===== src/hdl/lbi_pkg.sv =====
// Package for the local bus control block: states, status codes and timing figures.
// Assumes a single 20 MHz core clock and no register bus.
package lbi_pkg;

  typedef enum logic [2:0] {
    ST_IDLE,
    ST_T1,
    ST_T2,
    ST_T3,
    ST_TW,
    ST_T4,
    ST_HOLD_ENTER,
    ST_HOLD
  } lbi_state_t;

  localparam int ADDR_W = 20;
  localparam int DATA_W = 16;

  // Synchroniser depth for the hold and asynchronous ready inputs.
  localparam int SYNC_STAGES = 2;

  // Strap sampling point, in core clocks after the reset release.
  localparam int STRAP_DELAY_CLKS = 1;

  localparam int CLK_PERIOD_NS = 50;

  // Bus status codes shown on bus_status_n.
  localparam logic [2:0] STAT_INTA    = 3'h0;
  localparam logic [2:0] STAT_IO_RD   = 3'h1;
  localparam logic [2:0] STAT_IO_WR   = 3'h2;
  localparam logic [2:0] STAT_MEM_RD  = 3'h5;
  localparam logic [2:0] STAT_MEM_WR  = 3'h6;
  localparam logic [2:0] STAT_PASSIVE = 3'h7;

  // Region codes for a requested cycle.
  localparam logic [1:0] REGION_OTHER = 2'h0;
  localparam logic [1:0] REGION_LOWER = 2'h1;
  localparam logic [1:0] REGION_UPPER = 2'h2;

endpackage


===== src/hdl/lbi_bus_ctrl.sv =====
// Local bus control: bus cycle sequencer, pin drive, ready and hold handover.
// Assumes core requests are synchronous to i_core_clk and pins are resolved outside.
//
// Behaviour
// - Address valid on muxed bus at latch fall.
// - Async ready active high, synchronised internally.
// - Async ready low: sync ready decides.
// - Byte enable and ad0 encode cycle type.
// - Byte enable floats in hold, held T1-T3.
// - Refresh identified by ad0, not linear A0.
// - Strap high: disable bit suppresses region addresses.
// - Strap low: always drive address and data.
// - Strap sampled one clock after reset.
// - Data enable on transfers, off at direction change.
// - Direction high transmit, low receive, floats.
// - Finish current cycle, then acknowledge hold.
// - Acknowledge floats outputs, then selects go high.
// - Hold released, acknowledge drops in response.
// - Device may reclaim bus by dropping acknowledge.
// - Hold ranks below DMA refresh, above others.
// - Hold latency grows with locked transfers.
// - Address in T1, data in T2 through T4.
// - Upper byte floats when high write inactive.
`timescale 1ns/1ps
module lbi_bus_ctrl #(
  parameter int ADDR_W = lbi_pkg::ADDR_W,
  parameter int DATA_W = lbi_pkg::DATA_W
) (
  input  wire logic              i_core_clk,
  input  wire logic              i_nrst,
  input  wire logic              i_ce,
  input  wire logic              i_req_valid,
  input  wire logic              i_req_write,
  input  wire logic              i_req_word,
  input  wire logic              i_req_io,
  input  wire logic              i_req_inta,
  input  wire logic              i_req_refresh,
  input  wire logic              i_req_lock,
  input  wire logic [1:0]        i_req_region,
  input  wire logic [ADDR_W-1:0] i_req_addr,
  input  wire logic [DATA_W-1:0] i_req_wdata,
  output logic                   o_req_ready,
  output logic [DATA_W-1:0]      o_rd_data,
  output logic                   o_rd_valid,
  input  wire logic              i_lower_addr_disable_bit,
  input  wire logic              i_upper_addr_disable_bit,
  input  wire logic              i_async_ready,
  input  wire logic              i_sync_ready,
  input  wire logic              i_hold,
  output logic                   o_hlda,
  output logic                   o_cs_force_high,
  output logic                   o_ale,
  input  wire logic              i_bhe_aden_n,
  output logic                   o_bhe_n,
  output logic                   o_bhe_oe_n,
  input  wire logic [DATA_W-1:0] i_muxed_addr_data,
  output logic [DATA_W-1:0]      o_muxed_addr_data,
  output logic                   o_mad_hi_oe_n,
  output logic                   o_mad_lo_oe_n,
  output logic [ADDR_W-1:0]      o_linear_address_out,
  output logic                   o_linear_oe_n,
  output logic [2:0]             o_bus_status_n,
  output logic                   o_rd_n,
  output logic                   o_wr_n,
  output logic                   o_whb_n,
  output logic                   o_wlb_n,
  output logic                   o_strobe_oe_n,
  output logic                   o_data_enable_n,
  output logic                   o_den_oe_n,
  output logic                   o_data_direction,
  output logic                   o_dir_oe_n
);

  ////////////////////////////////////////////////////////////////////////////////

  function automatic logic hi_lane(input logic word, input logic a0);
    hi_lane = word || a0;
  endfunction

  function automatic logic lo_lane(input logic word, input logic a0);
    lo_lane = word || !a0;
  endfunction

  function automatic logic in_data_phase(input lbi_pkg::lbi_state_t st);
    in_data_phase = (st == lbi_pkg::ST_T2) || (st == lbi_pkg::ST_T3) ||
                    (st == lbi_pkg::ST_TW) || (st == lbi_pkg::ST_T4);
  endfunction

  ////////////////////////////////////////////////////////////////////////////////

  logic [1:0] sync_out;
  logic       hold_s;
  logic       async_s;
  logic       strap_low;
  logic       rdy;

  lbi_sync #(
    .WIDTH  (2),
    .STAGES (lbi_pkg::SYNC_STAGES)
  ) u_sync (
    .i_core_clk (i_core_clk),
    .i_nrst     (i_nrst),
    .i_ce       (i_ce),
    .i_async    ({i_hold, i_async_ready}),
    .o_sync     (sync_out)
  );

  assign hold_s  = sync_out[1];
  assign async_s = sync_out[0];

  lbi_strap u_strap (
    .i_core_clk  (i_core_clk),
    .i_nrst      (i_nrst),
    .i_ce        (i_ce),
    .i_strap     (i_bhe_aden_n),
    .o_strap_low (strap_low)
  );

  // Held-high async ready forces ready; held low leaves sync ready alone.
  assign rdy = async_s || i_sync_ready;

  ////////////////////////////////////////////////////////////////////////////////
  // Sequencer and cycle attributes.

  lbi_pkg::lbi_state_t state;
  lbi_pkg::lbi_state_t next_state;
  logic [ADDR_W-1:0]   cyc_addr;
  logic [ADDR_W-1:0]   next_cyc_addr;
  logic [DATA_W-1:0]   cyc_wdata;
  logic [DATA_W-1:0]   next_cyc_wdata;
  logic                cyc_write;
  logic                next_cyc_write;
  logic                cyc_word;
  logic                next_cyc_word;
  logic                cyc_io;
  logic                next_cyc_io;
  logic                cyc_inta;
  logic                next_cyc_inta;
  logic                cyc_refresh;
  logic                next_cyc_refresh;
  logic                cyc_suppress;
  logic                next_cyc_suppress;
  logic                locked;
  logic                next_locked;
  logic [DATA_W-1:0]   next_rd_data;
  logic                next_rd_valid;
  logic                start;

  always_comb begin
    next_state        = state;
    next_cyc_addr     = cyc_addr;
    next_cyc_wdata    = cyc_wdata;
    next_cyc_write    = cyc_write;
    next_cyc_word     = cyc_word;
    next_cyc_io       = cyc_io;
    next_cyc_inta     = cyc_inta;
    next_cyc_refresh  = cyc_refresh;
    next_cyc_suppress = cyc_suppress;
    next_locked       = locked;
    next_rd_data      = o_rd_data;
    next_rd_valid     = 1'b0;
    start             = 1'b0;
    case (state)
      lbi_pkg::ST_IDLE, lbi_pkg::ST_T4: begin
        // Hold is only weighed at a cycle boundary, never mid-cycle.
        if (i_req_valid && i_req_refresh) begin
          start = 1'b1;
        end else if (hold_s && !locked) begin
          next_state = lbi_pkg::ST_HOLD_ENTER;
        end else if (i_req_valid) begin
          start = 1'b1;
        end else begin
          next_state  = lbi_pkg::ST_IDLE;
          next_locked = 1'b0;
        end
      end
      lbi_pkg::ST_T1: next_state = lbi_pkg::ST_T2;
      lbi_pkg::ST_T2: next_state = lbi_pkg::ST_T3;
      lbi_pkg::ST_T3, lbi_pkg::ST_TW: begin
        if (rdy) begin
          next_state    = lbi_pkg::ST_T4;
          next_rd_data  = i_muxed_addr_data;
          next_rd_valid = !cyc_write && !cyc_refresh;
        end else begin
          next_state = lbi_pkg::ST_TW;
        end
      end
      lbi_pkg::ST_HOLD_ENTER, lbi_pkg::ST_HOLD: begin
        // A pending refresh takes the bus back while hold is still high.
        if (!hold_s || (i_req_valid && i_req_refresh)) begin
          next_state = lbi_pkg::ST_IDLE;
        end else begin
          next_state = lbi_pkg::ST_HOLD;
        end
      end
      default: next_state = lbi_pkg::ST_IDLE;
    endcase
    if (start) begin
      next_state       = lbi_pkg::ST_T1;
      next_cyc_addr    = i_req_addr;
      next_cyc_wdata   = i_req_wdata;
      next_cyc_write   = i_req_write && !i_req_refresh;
      next_cyc_word    = i_req_word;
      next_cyc_io      = i_req_io;
      next_cyc_inta    = i_req_inta;
      next_cyc_refresh = i_req_refresh;
      // A locked sequence keeps hold out until it ends.
      next_locked      = i_req_lock;
      // Strap low overrides the disable bit entirely.
      next_cyc_suppress = !strap_low &&
        (((i_req_region == lbi_pkg::REGION_LOWER) && i_lower_addr_disable_bit) ||
         ((i_req_region == lbi_pkg::REGION_UPPER) && i_upper_addr_disable_bit));
    end
  end

  assign o_req_ready = i_ce && start;

  always_ff @(posedge i_core_clk) begin
    if (!i_nrst) begin
      state        <= lbi_pkg::ST_IDLE;
      cyc_addr     <= '0;
      cyc_wdata    <= '0;
      cyc_write    <= 1'b0;
      cyc_word     <= 1'b0;
      cyc_io       <= 1'b0;
      cyc_inta     <= 1'b0;
      cyc_refresh  <= 1'b0;
      cyc_suppress <= 1'b0;
      locked       <= 1'b0;
      o_rd_data    <= '0;
      o_rd_valid   <= 1'b0;
    end else if (i_ce) begin
      state        <= next_state;
      cyc_addr     <= next_cyc_addr;
      cyc_wdata    <= next_cyc_wdata;
      cyc_write    <= next_cyc_write;
      cyc_word     <= next_cyc_word;
      cyc_io       <= next_cyc_io;
      cyc_inta     <= next_cyc_inta;
      cyc_refresh  <= next_cyc_refresh;
      cyc_suppress <= next_cyc_suppress;
      locked       <= next_locked;
      o_rd_data    <= next_rd_data;
      o_rd_valid   <= next_rd_valid;
    end
  end

  ////////////////////////////////////////////////////////////////////////////////
  // Pin drive, registered from the next state so pins and state move together.

  logic              nx_float;
  logic              nx_active;
  logic              nx_hi;
  logic              nx_lo;
  logic              nx_hlda;
  logic              nx_cs_high;
  logic              nx_ale;
  logic              nx_bhe_n;
  logic [DATA_W-1:0] nx_mad;
  logic              nx_mad_hi_oe_n;
  logic              nx_mad_lo_oe_n;
  logic [2:0]        nx_status_n;
  logic              nx_rd_n;
  logic              nx_wr_n;
  logic              nx_whb_n;
  logic              nx_wlb_n;
  logic              nx_den_n;
  logic              nx_dir;
  logic              nx_bhe_oe_n;
  logic              bhe_drive_ok;

  always_comb begin
    nx_float   = (next_state == lbi_pkg::ST_HOLD_ENTER) || (next_state == lbi_pkg::ST_HOLD);
    nx_active  = (next_state == lbi_pkg::ST_T1) || (next_state == lbi_pkg::ST_T2) ||
                 (next_state == lbi_pkg::ST_T3) || (next_state == lbi_pkg::ST_TW);
    nx_hi      = hi_lane(next_cyc_word, next_cyc_addr[0]) && !next_cyc_refresh;
    nx_lo      = lo_lane(next_cyc_word, next_cyc_addr[0]) && !next_cyc_refresh;
    nx_hlda    = nx_float;
    // Selects go high only once the other outputs are already floated.
    nx_cs_high = (next_state == lbi_pkg::ST_HOLD);
    nx_ale     = (next_state == lbi_pkg::ST_T1);
    // Refresh shows 1,1; otherwise the lane decode drives bhe_n.
    nx_bhe_n   = !(nx_active && nx_hi);
    // The strap shares this pin, so it stays floated until the strap is read.
    nx_bhe_oe_n = nx_float || !bhe_drive_ok;
    nx_mad         = next_cyc_wdata;
    nx_mad_hi_oe_n = 1'b1;
    nx_mad_lo_oe_n = 1'b1;
    nx_whb_n       = 1'b1;
    nx_wlb_n       = 1'b1;
    nx_wr_n        = 1'b1;
    nx_rd_n        = 1'b1;
    nx_den_n       = 1'b1;
    nx_dir         = o_data_direction;
    nx_status_n    = lbi_pkg::STAT_PASSIVE;
    if (next_state == lbi_pkg::ST_T1) begin
      // ad0 carries the refresh mark; the linear bus keeps the true A0.
      nx_mad         = {next_cyc_addr[DATA_W-1:1], next_cyc_addr[0] || next_cyc_refresh};
      nx_mad_hi_oe_n = next_cyc_suppress;
      nx_mad_lo_oe_n = next_cyc_suppress;
      // Direction settles in T1 while data enable is still off.
      nx_dir         = next_cyc_write;
    end
    if (in_data_phase(next_state)) begin
      nx_whb_n       = !(next_cyc_write && nx_hi);
      nx_wlb_n       = !(next_cyc_write && nx_lo);
      nx_wr_n        = !next_cyc_write;
      nx_rd_n        = next_cyc_write || next_cyc_refresh;
      // Each data byte is driven only while its write strobe is active.
      nx_mad_hi_oe_n = nx_whb_n;
      nx_mad_lo_oe_n = nx_wlb_n;
      nx_den_n       = next_cyc_refresh;
    end
    if (nx_active) begin
      if (next_cyc_inta) begin
        nx_status_n = lbi_pkg::STAT_INTA;
      end else if (next_cyc_io) begin
        nx_status_n = next_cyc_write ? lbi_pkg::STAT_IO_WR : lbi_pkg::STAT_IO_RD;
      end else begin
        nx_status_n = next_cyc_write ? lbi_pkg::STAT_MEM_WR : lbi_pkg::STAT_MEM_RD;
      end
    end
  end

  always_ff @(posedge i_core_clk) begin
    if (!i_nrst) begin
      // Everything that floats in hold also floats in reset.
      o_hlda               <= 1'b0;
      o_cs_force_high      <= 1'b0;
      o_ale                <= 1'b0;
      o_bhe_n              <= 1'b1;
      o_bhe_oe_n           <= 1'b1;
      bhe_drive_ok         <= 1'b0;
      o_muxed_addr_data    <= '0;
      o_mad_hi_oe_n        <= 1'b1;
      o_mad_lo_oe_n        <= 1'b1;
      o_linear_address_out <= '0;
      o_linear_oe_n        <= 1'b1;
      o_bus_status_n       <= lbi_pkg::STAT_PASSIVE;
      o_rd_n               <= 1'b1;
      o_wr_n               <= 1'b1;
      o_whb_n              <= 1'b1;
      o_wlb_n              <= 1'b1;
      o_strobe_oe_n        <= 1'b1;
      o_data_enable_n      <= 1'b1;
      o_den_oe_n           <= 1'b1;
      o_data_direction     <= 1'b0;
      o_dir_oe_n           <= 1'b1;
    end else if (i_ce) begin
      o_hlda               <= nx_hlda;
      o_cs_force_high      <= nx_cs_high;
      o_ale                <= nx_ale;
      o_bhe_n              <= nx_bhe_n;
      o_bhe_oe_n           <= nx_bhe_oe_n;
      bhe_drive_ok         <= 1'b1;
      o_muxed_addr_data    <= nx_mad;
      o_mad_hi_oe_n        <= nx_mad_hi_oe_n || nx_float;
      o_mad_lo_oe_n        <= nx_mad_lo_oe_n || nx_float;
      o_linear_address_out <= next_cyc_addr;
      o_linear_oe_n        <= nx_float;
      o_bus_status_n       <= nx_status_n;
      o_rd_n               <= nx_rd_n;
      o_wr_n               <= nx_wr_n;
      o_whb_n              <= nx_whb_n;
      o_wlb_n              <= nx_wlb_n;
      o_strobe_oe_n        <= nx_float;
      o_data_enable_n      <= nx_den_n;
      o_den_oe_n           <= nx_float;
      o_data_direction     <= nx_dir;
      o_dir_oe_n           <= nx_float;
    end
  end
endmodule


===== src/hdl/lbi_sync.sv =====
// Multi-bit two-stage level synchroniser with clock enable.
// Assumes each bit is an independent level; no word coherence is given.
`timescale 1ns/1ps
module lbi_sync #(
  parameter int WIDTH  = 2,
  parameter int STAGES = lbi_pkg::SYNC_STAGES
) (
  input  wire logic             i_core_clk,
  input  wire logic             i_nrst,
  input  wire logic             i_ce,
  input  wire logic [WIDTH-1:0] i_async,
  output logic      [WIDTH-1:0] o_sync
);

  logic [WIDTH-1:0] stage [STAGES];
  logic [WIDTH-1:0] next_stage [STAGES];

  // The first stage feeds only the next stage, never any logic.
  always_comb begin
    next_stage[0] = i_async;
    for (int i = 1; i < STAGES; i++) begin
      next_stage[i] = stage[i-1];
    end
  end

  always_ff @(posedge i_core_clk) begin
    if (!i_nrst) begin
      for (int i = 0; i < STAGES; i++) begin
        stage[i] <= '0;
      end
    end else if (i_ce) begin
      for (int i = 0; i < STAGES; i++) begin
        stage[i] <= next_stage[i];
      end
    end
  end

  assign o_sync = stage[STAGES-1];

endmodule


===== src/hdl/lbi_strap.sv =====
// Capture of the address-drive strap shortly after reset release.
// Assumes the strap pin is pulled high when left floating.
`timescale 1ns/1ps
module lbi_strap (
  input  wire logic i_core_clk,
  input  wire logic i_nrst,
  input  wire logic i_ce,
  input  wire logic i_strap,
  output logic      o_strap_low
);

  logic [1:0] cnt;
  logic       done;
  logic [1:0] next_cnt;
  logic       next_done;
  logic       next_strap_low;

  // Sampled one clock after the first clock seen with reset released.
  always_comb begin
    next_cnt       = cnt;
    next_done      = done;
    next_strap_low = o_strap_low;
    if (!done) begin
      if (cnt == 2'(lbi_pkg::STRAP_DELAY_CLKS)) begin
        next_strap_low = !i_strap;
        next_done      = 1'b1;
      end else begin
        next_cnt = cnt + 2'h1;
      end
    end
  end

  // Default before sampling is the strap-high reading.
  always_ff @(posedge i_core_clk) begin
    if (!i_nrst) begin
      cnt         <= 2'h0;
      done        <= 1'b0;
      o_strap_low <= 1'b0;
    end else if (i_ce) begin
      cnt         <= next_cnt;
      done        <= next_done;
      o_strap_low <= next_strap_low;
    end
  end

endmodule


===== config.mk =====
export PLATFORM = sky130hd
export DESIGN_NAME = lbi_bus_ctrl
export DESIGN_NICKNAME = d
export VERILOG_FILES = /design/src/hdl/lbi_pkg.sv /design/src/hdl/lbi_bus_ctrl.sv /design/src/hdl/lbi_sync.sv /design/src/hdl/lbi_strap.sv
export SDC_FILE = /design/constraint.sdc
export NUM_CORES = 1
export LEC_CHECK = 0
export BUFFER_PORTS_ARGS = -buffer_cell sky130_fd_sc_hd__buf_2
export CORE_UTILIZATION = 35
export CTS_CLUSTER_DIAMETER = 80
export DETAILED_ROUTE_END_ITERATION = 8
export GPL_TIMING_DRIVEN = 0
export PLACE_DENSITY_LB_ADDON = 0.1
export RECOVER_POWER = 25
export SYNTH_ARGS = -nofsm -noshare
export SYNTH_HDL_FRONTEND = slang
export SYNTH_SLANG_ARGS = --single-unit

===== constraint.sdc =====
create_clock -name i_core_clk -period 2.9 [get_ports i_core_clk]
set_input_delay 0.58 -clock i_core_clk [delete_from_list [all_inputs] [get_ports i_core_clk]]
set_output_delay 0.58 -clock i_core_clk [all_outputs]
set_load 0.02 [all_outputs]

==> results of run 1 <==
-- per-layer routing --
metal  wire, um  vias to the layer above  global-route usage, %
met1       5081                     1646                  24.94
met2       4929                      122                  30.37
met5          0                        -                      0
met3        742                        9                  5.021
met4         87                        0                  4.633
li1           -                     1805                      -
-- power by group --
part	internal, mW	switching, mW	total, mW
Combinational	0.199	0.325	0.523
Clock	0.592	0.557	1.15
Sequential	1.53	0.0545	1.58
-- cells by family after synthesis --
family                     after synthesis  synth area share, %
and+or+nand+nor                        168                19.19
DFF                                    104                53.02
AOI/OAI and AO/OA                       94                17.44
buffers and inverters                   35                4.095
muxes                                   21                5.283
xor gates and xnor gates                 3               0.6566
adders and majority gates                1               0.3125
-- metrics by stage --
step / hold slack, ns / util [%] / power (mW)
after floorplan: 0.4073 / - / 1.946
after global placement: 0.4197 / 44.55 / 2.137
after detailed placement: 0.4330 / 44.55 / 2.149
after CTS: 0.3951 / 47.10 / 3.305
after global routing: 0.4070 / 46.58 / 3.410
final: 0.4088 / 46.58 / 3.254
-- worst max path at each step --
stage | slack, ns | cells past startpoint | start | endpoint
6_report | 0.30 | 5 | state[0] | o_req_ready
5_1_grt | 0.10 | 5 | state[0] | o_req_ready
4_1_cts | 0.24 | 5 | state[0] | o_req_ready
3_5_place_dp | 0.32 | 6 | i_req_valid | o_req_ready
3_3_place_gp | 0.32 | 6 | i_req_valid | o_req_ready
2_1_floorplan | 0.85 | 4 | i_req_valid | o_req_ready
-- flip-flops by register name (all words and copies together), names as in the netlist, 2 cells and up --
register              count
u_sync.stage              4
o_bus_status_n            3
cyc_wdata                16
o_muxed_addr_data        16
u_strap.cnt               2
state                     3
o_rd_data                16
o_linear_address_out     20
-- worst reg2reg max path, delay by kind of cell, from the launching register on --
| kind | cells | cell delay, ns |
|---|---|---|
| flops | 1 | 0.37 |
| buf+inv | 2 | 0.65 |
| simple gates | 3 | 0.81 |
| compound gates | 1 | 0.23 |
-- final cells by class --
type / instances / area (um^2)
Fill cell: 1127 / 5867
Sequential cell: 104 / 2122
Multi-Input combinational cell: 287 / 1717
Timing Repair Buffer: 143 / 659.4
Clock buffer: 9 / 225.2
Tap cell: 140 / 175.2
Buffer: 29 / 141.4
Clock inverter: 7 / 53.80
Inverter: 6 / 22.52
-- cell usage in the layout, fill, tap and decap left out, drive strengths merged, types with 2 or more instances in the layout --
cell type	synthesis	layout
nor2b	10	10
dfxtp	100	100
clkinv	0	4
nand3	6	6
nand2	51	51
a21oi	25	25
mux2i	20	20
a311oi	15	15
nand3b	3	3
buf	14	112
nand4	3	3
a22o	35	35
clkbuf	15	69
nor4	2	2
nor3b	2	2
nor2	72	72
a21boi	2	2
o21ai	5	5
a211oi	2	2
nand2b	2	2
inv	6	9
a31oi	2	2
edfxtp	4	4
and3	5	5
nor3	7	7
xor2	2	2
==> run_results.csv, run 1 <==
group,metric,value,unit
worst_setup_path,path_buf_inv,2,
hold_path,holdPathEnd,"u_strap.o_strap_low",
power,leakagePower,2.113,nW
clock_tree,cts_setup_buffers,0,
clock_tree,cts_tree,"built",
synthesis,synthTopCellsByArea,"dfxtp_1 50%, a22o_1 7.7%, nor2_1 6.7%",
placed_design,gp_congestion,0.8090,
synthesis,synth_area,0.004003,mm^2
grt,antenna_found_initial,0,
worst_setup_path,path_class,"flop to output port",
worst_setup_path,critical_path.top_delay_family,"simple AND/OR/NAND/NOR gates",
worst_setup_path,regToRegSetupSlack,0.78,ns
placed_design,placed_area,0.004893,mm^2
synthesis,synthArstFlopShare,0,%
placed_design,port_buffers,143,
worst_setup_path,crit_required,2.32,ns
worst_setup_path,max_stage_delay,0.54,ns
placed_design,dp_hpwl,8346,um
timing,hold_viol,0,
cells_and_area,diodes,0,
clock_tree,clockBufferDepth,2,
cells_and_area,nNetsFinal,651,
die,fp.dieW,108.9,um
grt,grt_pass1_wl,16990,um
synthesis,syn_area_per_cell,9.396,um^2
clock_tree,cts_num_sinks,104,
routing,drt_iter0_drc,162,
clock_tree,cts.clk_slew.worst_paths,0.08,ns
power,ir_worst_vdd,266.6,uV
synthesis,yosys_warnings,0,
worst_setup_path,worstSetupStartpointType,"flop",
clock_tree,cts_htree_levels,3,
die,core-area,0.01098,mm^2
placed_design,dp_slack,0.3190,ns
power,power_density,635.9,mW/mm^2
worst_setup_path,r2r_end,"o_linear_address_out[1]",
die,die_h,108.9,um
routing,vias,3582,
synthesis,yosysUniqueCellTypes,47,
timing,worst_slack,0.2996,ns
timing,fin_crit_sh,89.67,%
routing,drtAntennaViolNets,0,
die,fp-row-count,38,
die,initial_core_util,36.44,%
hold_path,hold_depth,2,
worst_setup_path,cp_slowest_cell,"nor4_4",
timing,period_minus_slack,2.600,ns
cells_and_area,final_cell_area,0.005116,mm^2
routing,postRouteWirelength,10840,um
grt,grt_max_degree,19,
cells_and_area,drive_gt1_share,22.56,%
worst_setup_path,reg2reg_from,"state[1]",
timing,rsz0062_at_grt,"no",
worst_setup_path,arrival,2.02,ns
synthesis,seq_area_frac_synth,53.02,%
synthesis,postSynthCellCount,426,
worst_setup_path,critical_path.max_fanout,10,
clock_tree,numCtsBuffers,9,
timing,finClkSkew,0.01026,ns
routing,drc,0,
synthesis,synth-seq-cells,104,
clock_tree,cts-root-buf,"clkbuf_16",
synthesis,synth-edff-count,4,
timing,finalSetupViolations,0,
die,io_pins,144,
synthesis,synth_top_area_share,50.02,%
synthesis,yosys-top-cells-count,"100 x dfxtp_1, 71 x nor2_1, 50 x nand2_1",
clock_tree,cts_resized,0,
routing,wl_per_cell,14.95,um
cells_and_area,layout.cells.non_filler,725,
grt,grt_pass1_vias,3425,
timing,max_freq,0.3846,GHz
routing,viasPerCell,4.941,
grt,grt_usage,18.84,%
run_status,status,"finished, final reports clean",
clock_tree,cts_hold_buffers,0,
routing,dr.pass1.iters,4,
synthesis,ys.flop_type,"dfxtp_1",
die,fp.dieArea,0.01187,mm^2
synthesis,synth_nets,497,
grt,grt_remaining_overflow,0,
synthesis,yosysMostFrequentCell,"dfxtp_1",
clock_tree,clk_latency,0.34,ns
hold_path,hp-class,"input pin to flop",
synthesis,yosysTopAreaCell,"dfxtp_1",
timing,worstMarginPinSlew,0.6774,ns
worst_setup_path,r2r_cells,6,
timing,drv_slew,0,
timing,slew_headroom,54.84,%
cells_and_area,syn2layout_area_growth,27.82,%
timing,tns,0,ns
hold_path,worstHoldStart,"i_bhe_aden_n",
worst_setup_path,cp_cell_sequence,"xor2_1 -> nor4_4 -> nand2_4 -> inv_2 -> buf_2",
worst_setup_path,cp-end-kind,"output port",
placed_design,dp_cells,709,
flow_run,maxCapViolCount,0,
Power figures use the tool's default switching activity.
==> inputs of run 2 (changes only) <==
==> constraint.sdc (replaced) <==
create_clock -name i_core_clk -period 2.9 [get_ports i_core_clk]
set_input_delay 0.58 -clock i_core_clk [delete_from_list [all_inputs] [get_ports i_core_clk]]
set_output_delay 0.58 -clock i_core_clk [all_outputs]
set_load 0.005 [all_outputs]
==> run_results.csv, run 2 (same netlist as run 1, synthesis figures left out) <==
group,metric,value,unit
routing,postRouteWirelength,10840,um
grt,antenna_found_initial,0,
cells_and_area,fillCellCount,1111,
timing,tns,0,ns
clock_tree,cts_setup_buffers,0,
clock_tree,cts_hold_buffers,0,
die,fp-row-count,38,
power,clkPwrFrac,36.1,%
cells_and_area,regArea,0.002122,mm^2
power,ir_worst_vdd,254.9,uV
worst_setup_path,cp-end-kind,"output port",
worst_setup_path,path_class,"flop to output port",
grt,grt_pass1_wl,16990,um
clock_tree,cts_htree_levels,3,
routing,drc,0,
power,power_density,619.9,mW/mm^2
cells_and_area,largest_reg_flops,20,
cells_and_area,layout_commonest_cell,"buf_2",
grt,grt_usage,18.84,%
clock_tree,numCtsBuffers,9,
routing,drt_iter0_drc,163,
hold_path,hp-class,"input pin to flop",
worst_setup_path,crit_required,2.32,ns
placed_design,dp_slack,0.3567,ns
die,fp.dieArea,0.01187,mm^2
cells_and_area,diodes,0,
power,p_total,3.195,mW
clock_tree,cts_num_sinks,104,
die,core-area,0.01098,mm^2
placed_design,port_buffers,143,
worst_setup_path,worstSetupStartpointType,"flop",
run_status,status,"finished, final reports clean",
timing,finalSetupViolations,0,
routing,dr.pass1.iters,4,
routing,drtAntennaViolNets,0,
cells_and_area,syn2layout_area_growth,28.76,%
placed_design,dp_cells,709,
grt,grt_max_degree,19,
placed_design,dp_hpwl,8346,um
timing,worst_slack,0.3429,ns
die,io_pins,144,
die,initial_core_util,36.44,%
timing,rsz0062_at_grt,"no",
power,p_switching,0.8733,mW
cells_and_area,layout.cells.non_filler,725,
timing,period_minus_slack,2.557,ns
die,fp.dieW,108.9,um
worst_setup_path,arrival,1.98,ns
routing,vias,3572,
cells_and_area,final_cell_mix,"136 x buf_2, 100 x dfxtp_1, 71 x nor2_1",
worst_setup_path,critical_path.max_fanout,10,
timing,slew_headroom,55.64,%
timing,hold_viol,0,
cells_and_area,multi_input_area,0.001717,mm^2
cells_and_area,top_register,"o_linear_address_out",
timing,worstMarginPinSlew,0.6654,ns
timing,finClkSkew,0.01083,ns
power,sw_frac_of_total,27.33,%
flow_run,maxCapViolCount,0,
routing,wl_per_cell,14.95,um
timing,drv_slew,0,
timing,fin_crit_sh,88.18,%
cells_and_area,drive_gt1_share,27.69,%
placed_design,placed_area,0.004893,mm^2
routing,viasPerCell,4.927,
clock_tree,cts-root-buf,"clkbuf_16",
power,leakagePower,2.219,nW
grt,grt_pass1_vias,3425,
power,pwr-share-seq,49.5,%
die,die_h,108.9,um
placed_design,gp_congestion,0.8090,
clock_tree,clockBufferDepth,2,
power,internal_power,2.322,mW
cells_and_area,nNetsFinal,651,
clock_tree,clk_latency,0.34,ns
power,p_comb_share,14.5,%
grt,grt_remaining_overflow,0,
clock_tree,cts_resized,0,
clock_tree,cts_tree,"built",
clock_tree,cts.clk_slew.worst_paths,0.08,ns
timing,max_freq,0.3911,GHz
cells_and_area,final_cell_area,0.005154,mm^2
[run 2: worst max-delay path: stages, from the launching register on]
cell	delay, ns
dfxtp_1	0.35
xor2_1	0.21
nor4_4	0.54
nand2_4	0.18
inv_2	0.21
buf_2	0.15
[run 2: per-layer routing]
layer  vias to the layer above  global-route usage, %  routed length [um]
met2                       117                  30.37                4918
met4                         0                  4.633                  98
met3                        11                  5.021                 638
met5                         -                      0                   0
met1                      1643                  24.94                5184
li1                       1801                      -                   -
[run 2: layout make-up]
class / count / share of cell area (%)
multi-input combinational: 287 / 33.31
sequential: 104 / 41.18
buffer: 29 / 2.743
tap: 140 / 3.399
timing repair buffer: 143 / 13.52
clock buffer: 9 / 4.370
inverter: 6 / 0.4370
clock inverter: 7 / 1.044
[run 2: path summary, 6_finish.rpt]
check               startpoint                 endpoint  slack, ns  cells past startpoint
setup / recovery      state[0]              o_req_ready       0.34                      5
hold / removal    i_bhe_aden_n      u_strap.o_strap_low       0.41                      2
setup reg to reg      state[1]  o_linear_address_out[1]       0.77                      6
hold reg to reg   bhe_drive_ok               o_bhe_oe_n       0.44                      1
[run 2: power by group through the flow]
stage                     combinational (mW)  clock, mW  sequential, mW
after detailed placement               0.470          0            1.61
after global routing                   0.519       1.24            1.59
after CTS                              0.472       1.19            1.58
after global placement                 0.461          0            1.61
after floorplan                        0.273          0            1.61
final                                  0.463       1.15            1.58
[run 2: through the flow]
stage / util (%) / hold slack, ns
after CTS: 47.10 / 0.3951
after detailed placement: 44.55 / 0.4330
after floorplan: - / 0.4071
after global routing: 46.92 / 0.4070
after global placement: 44.55 / 0.4197
final: 46.92 / 0.4069
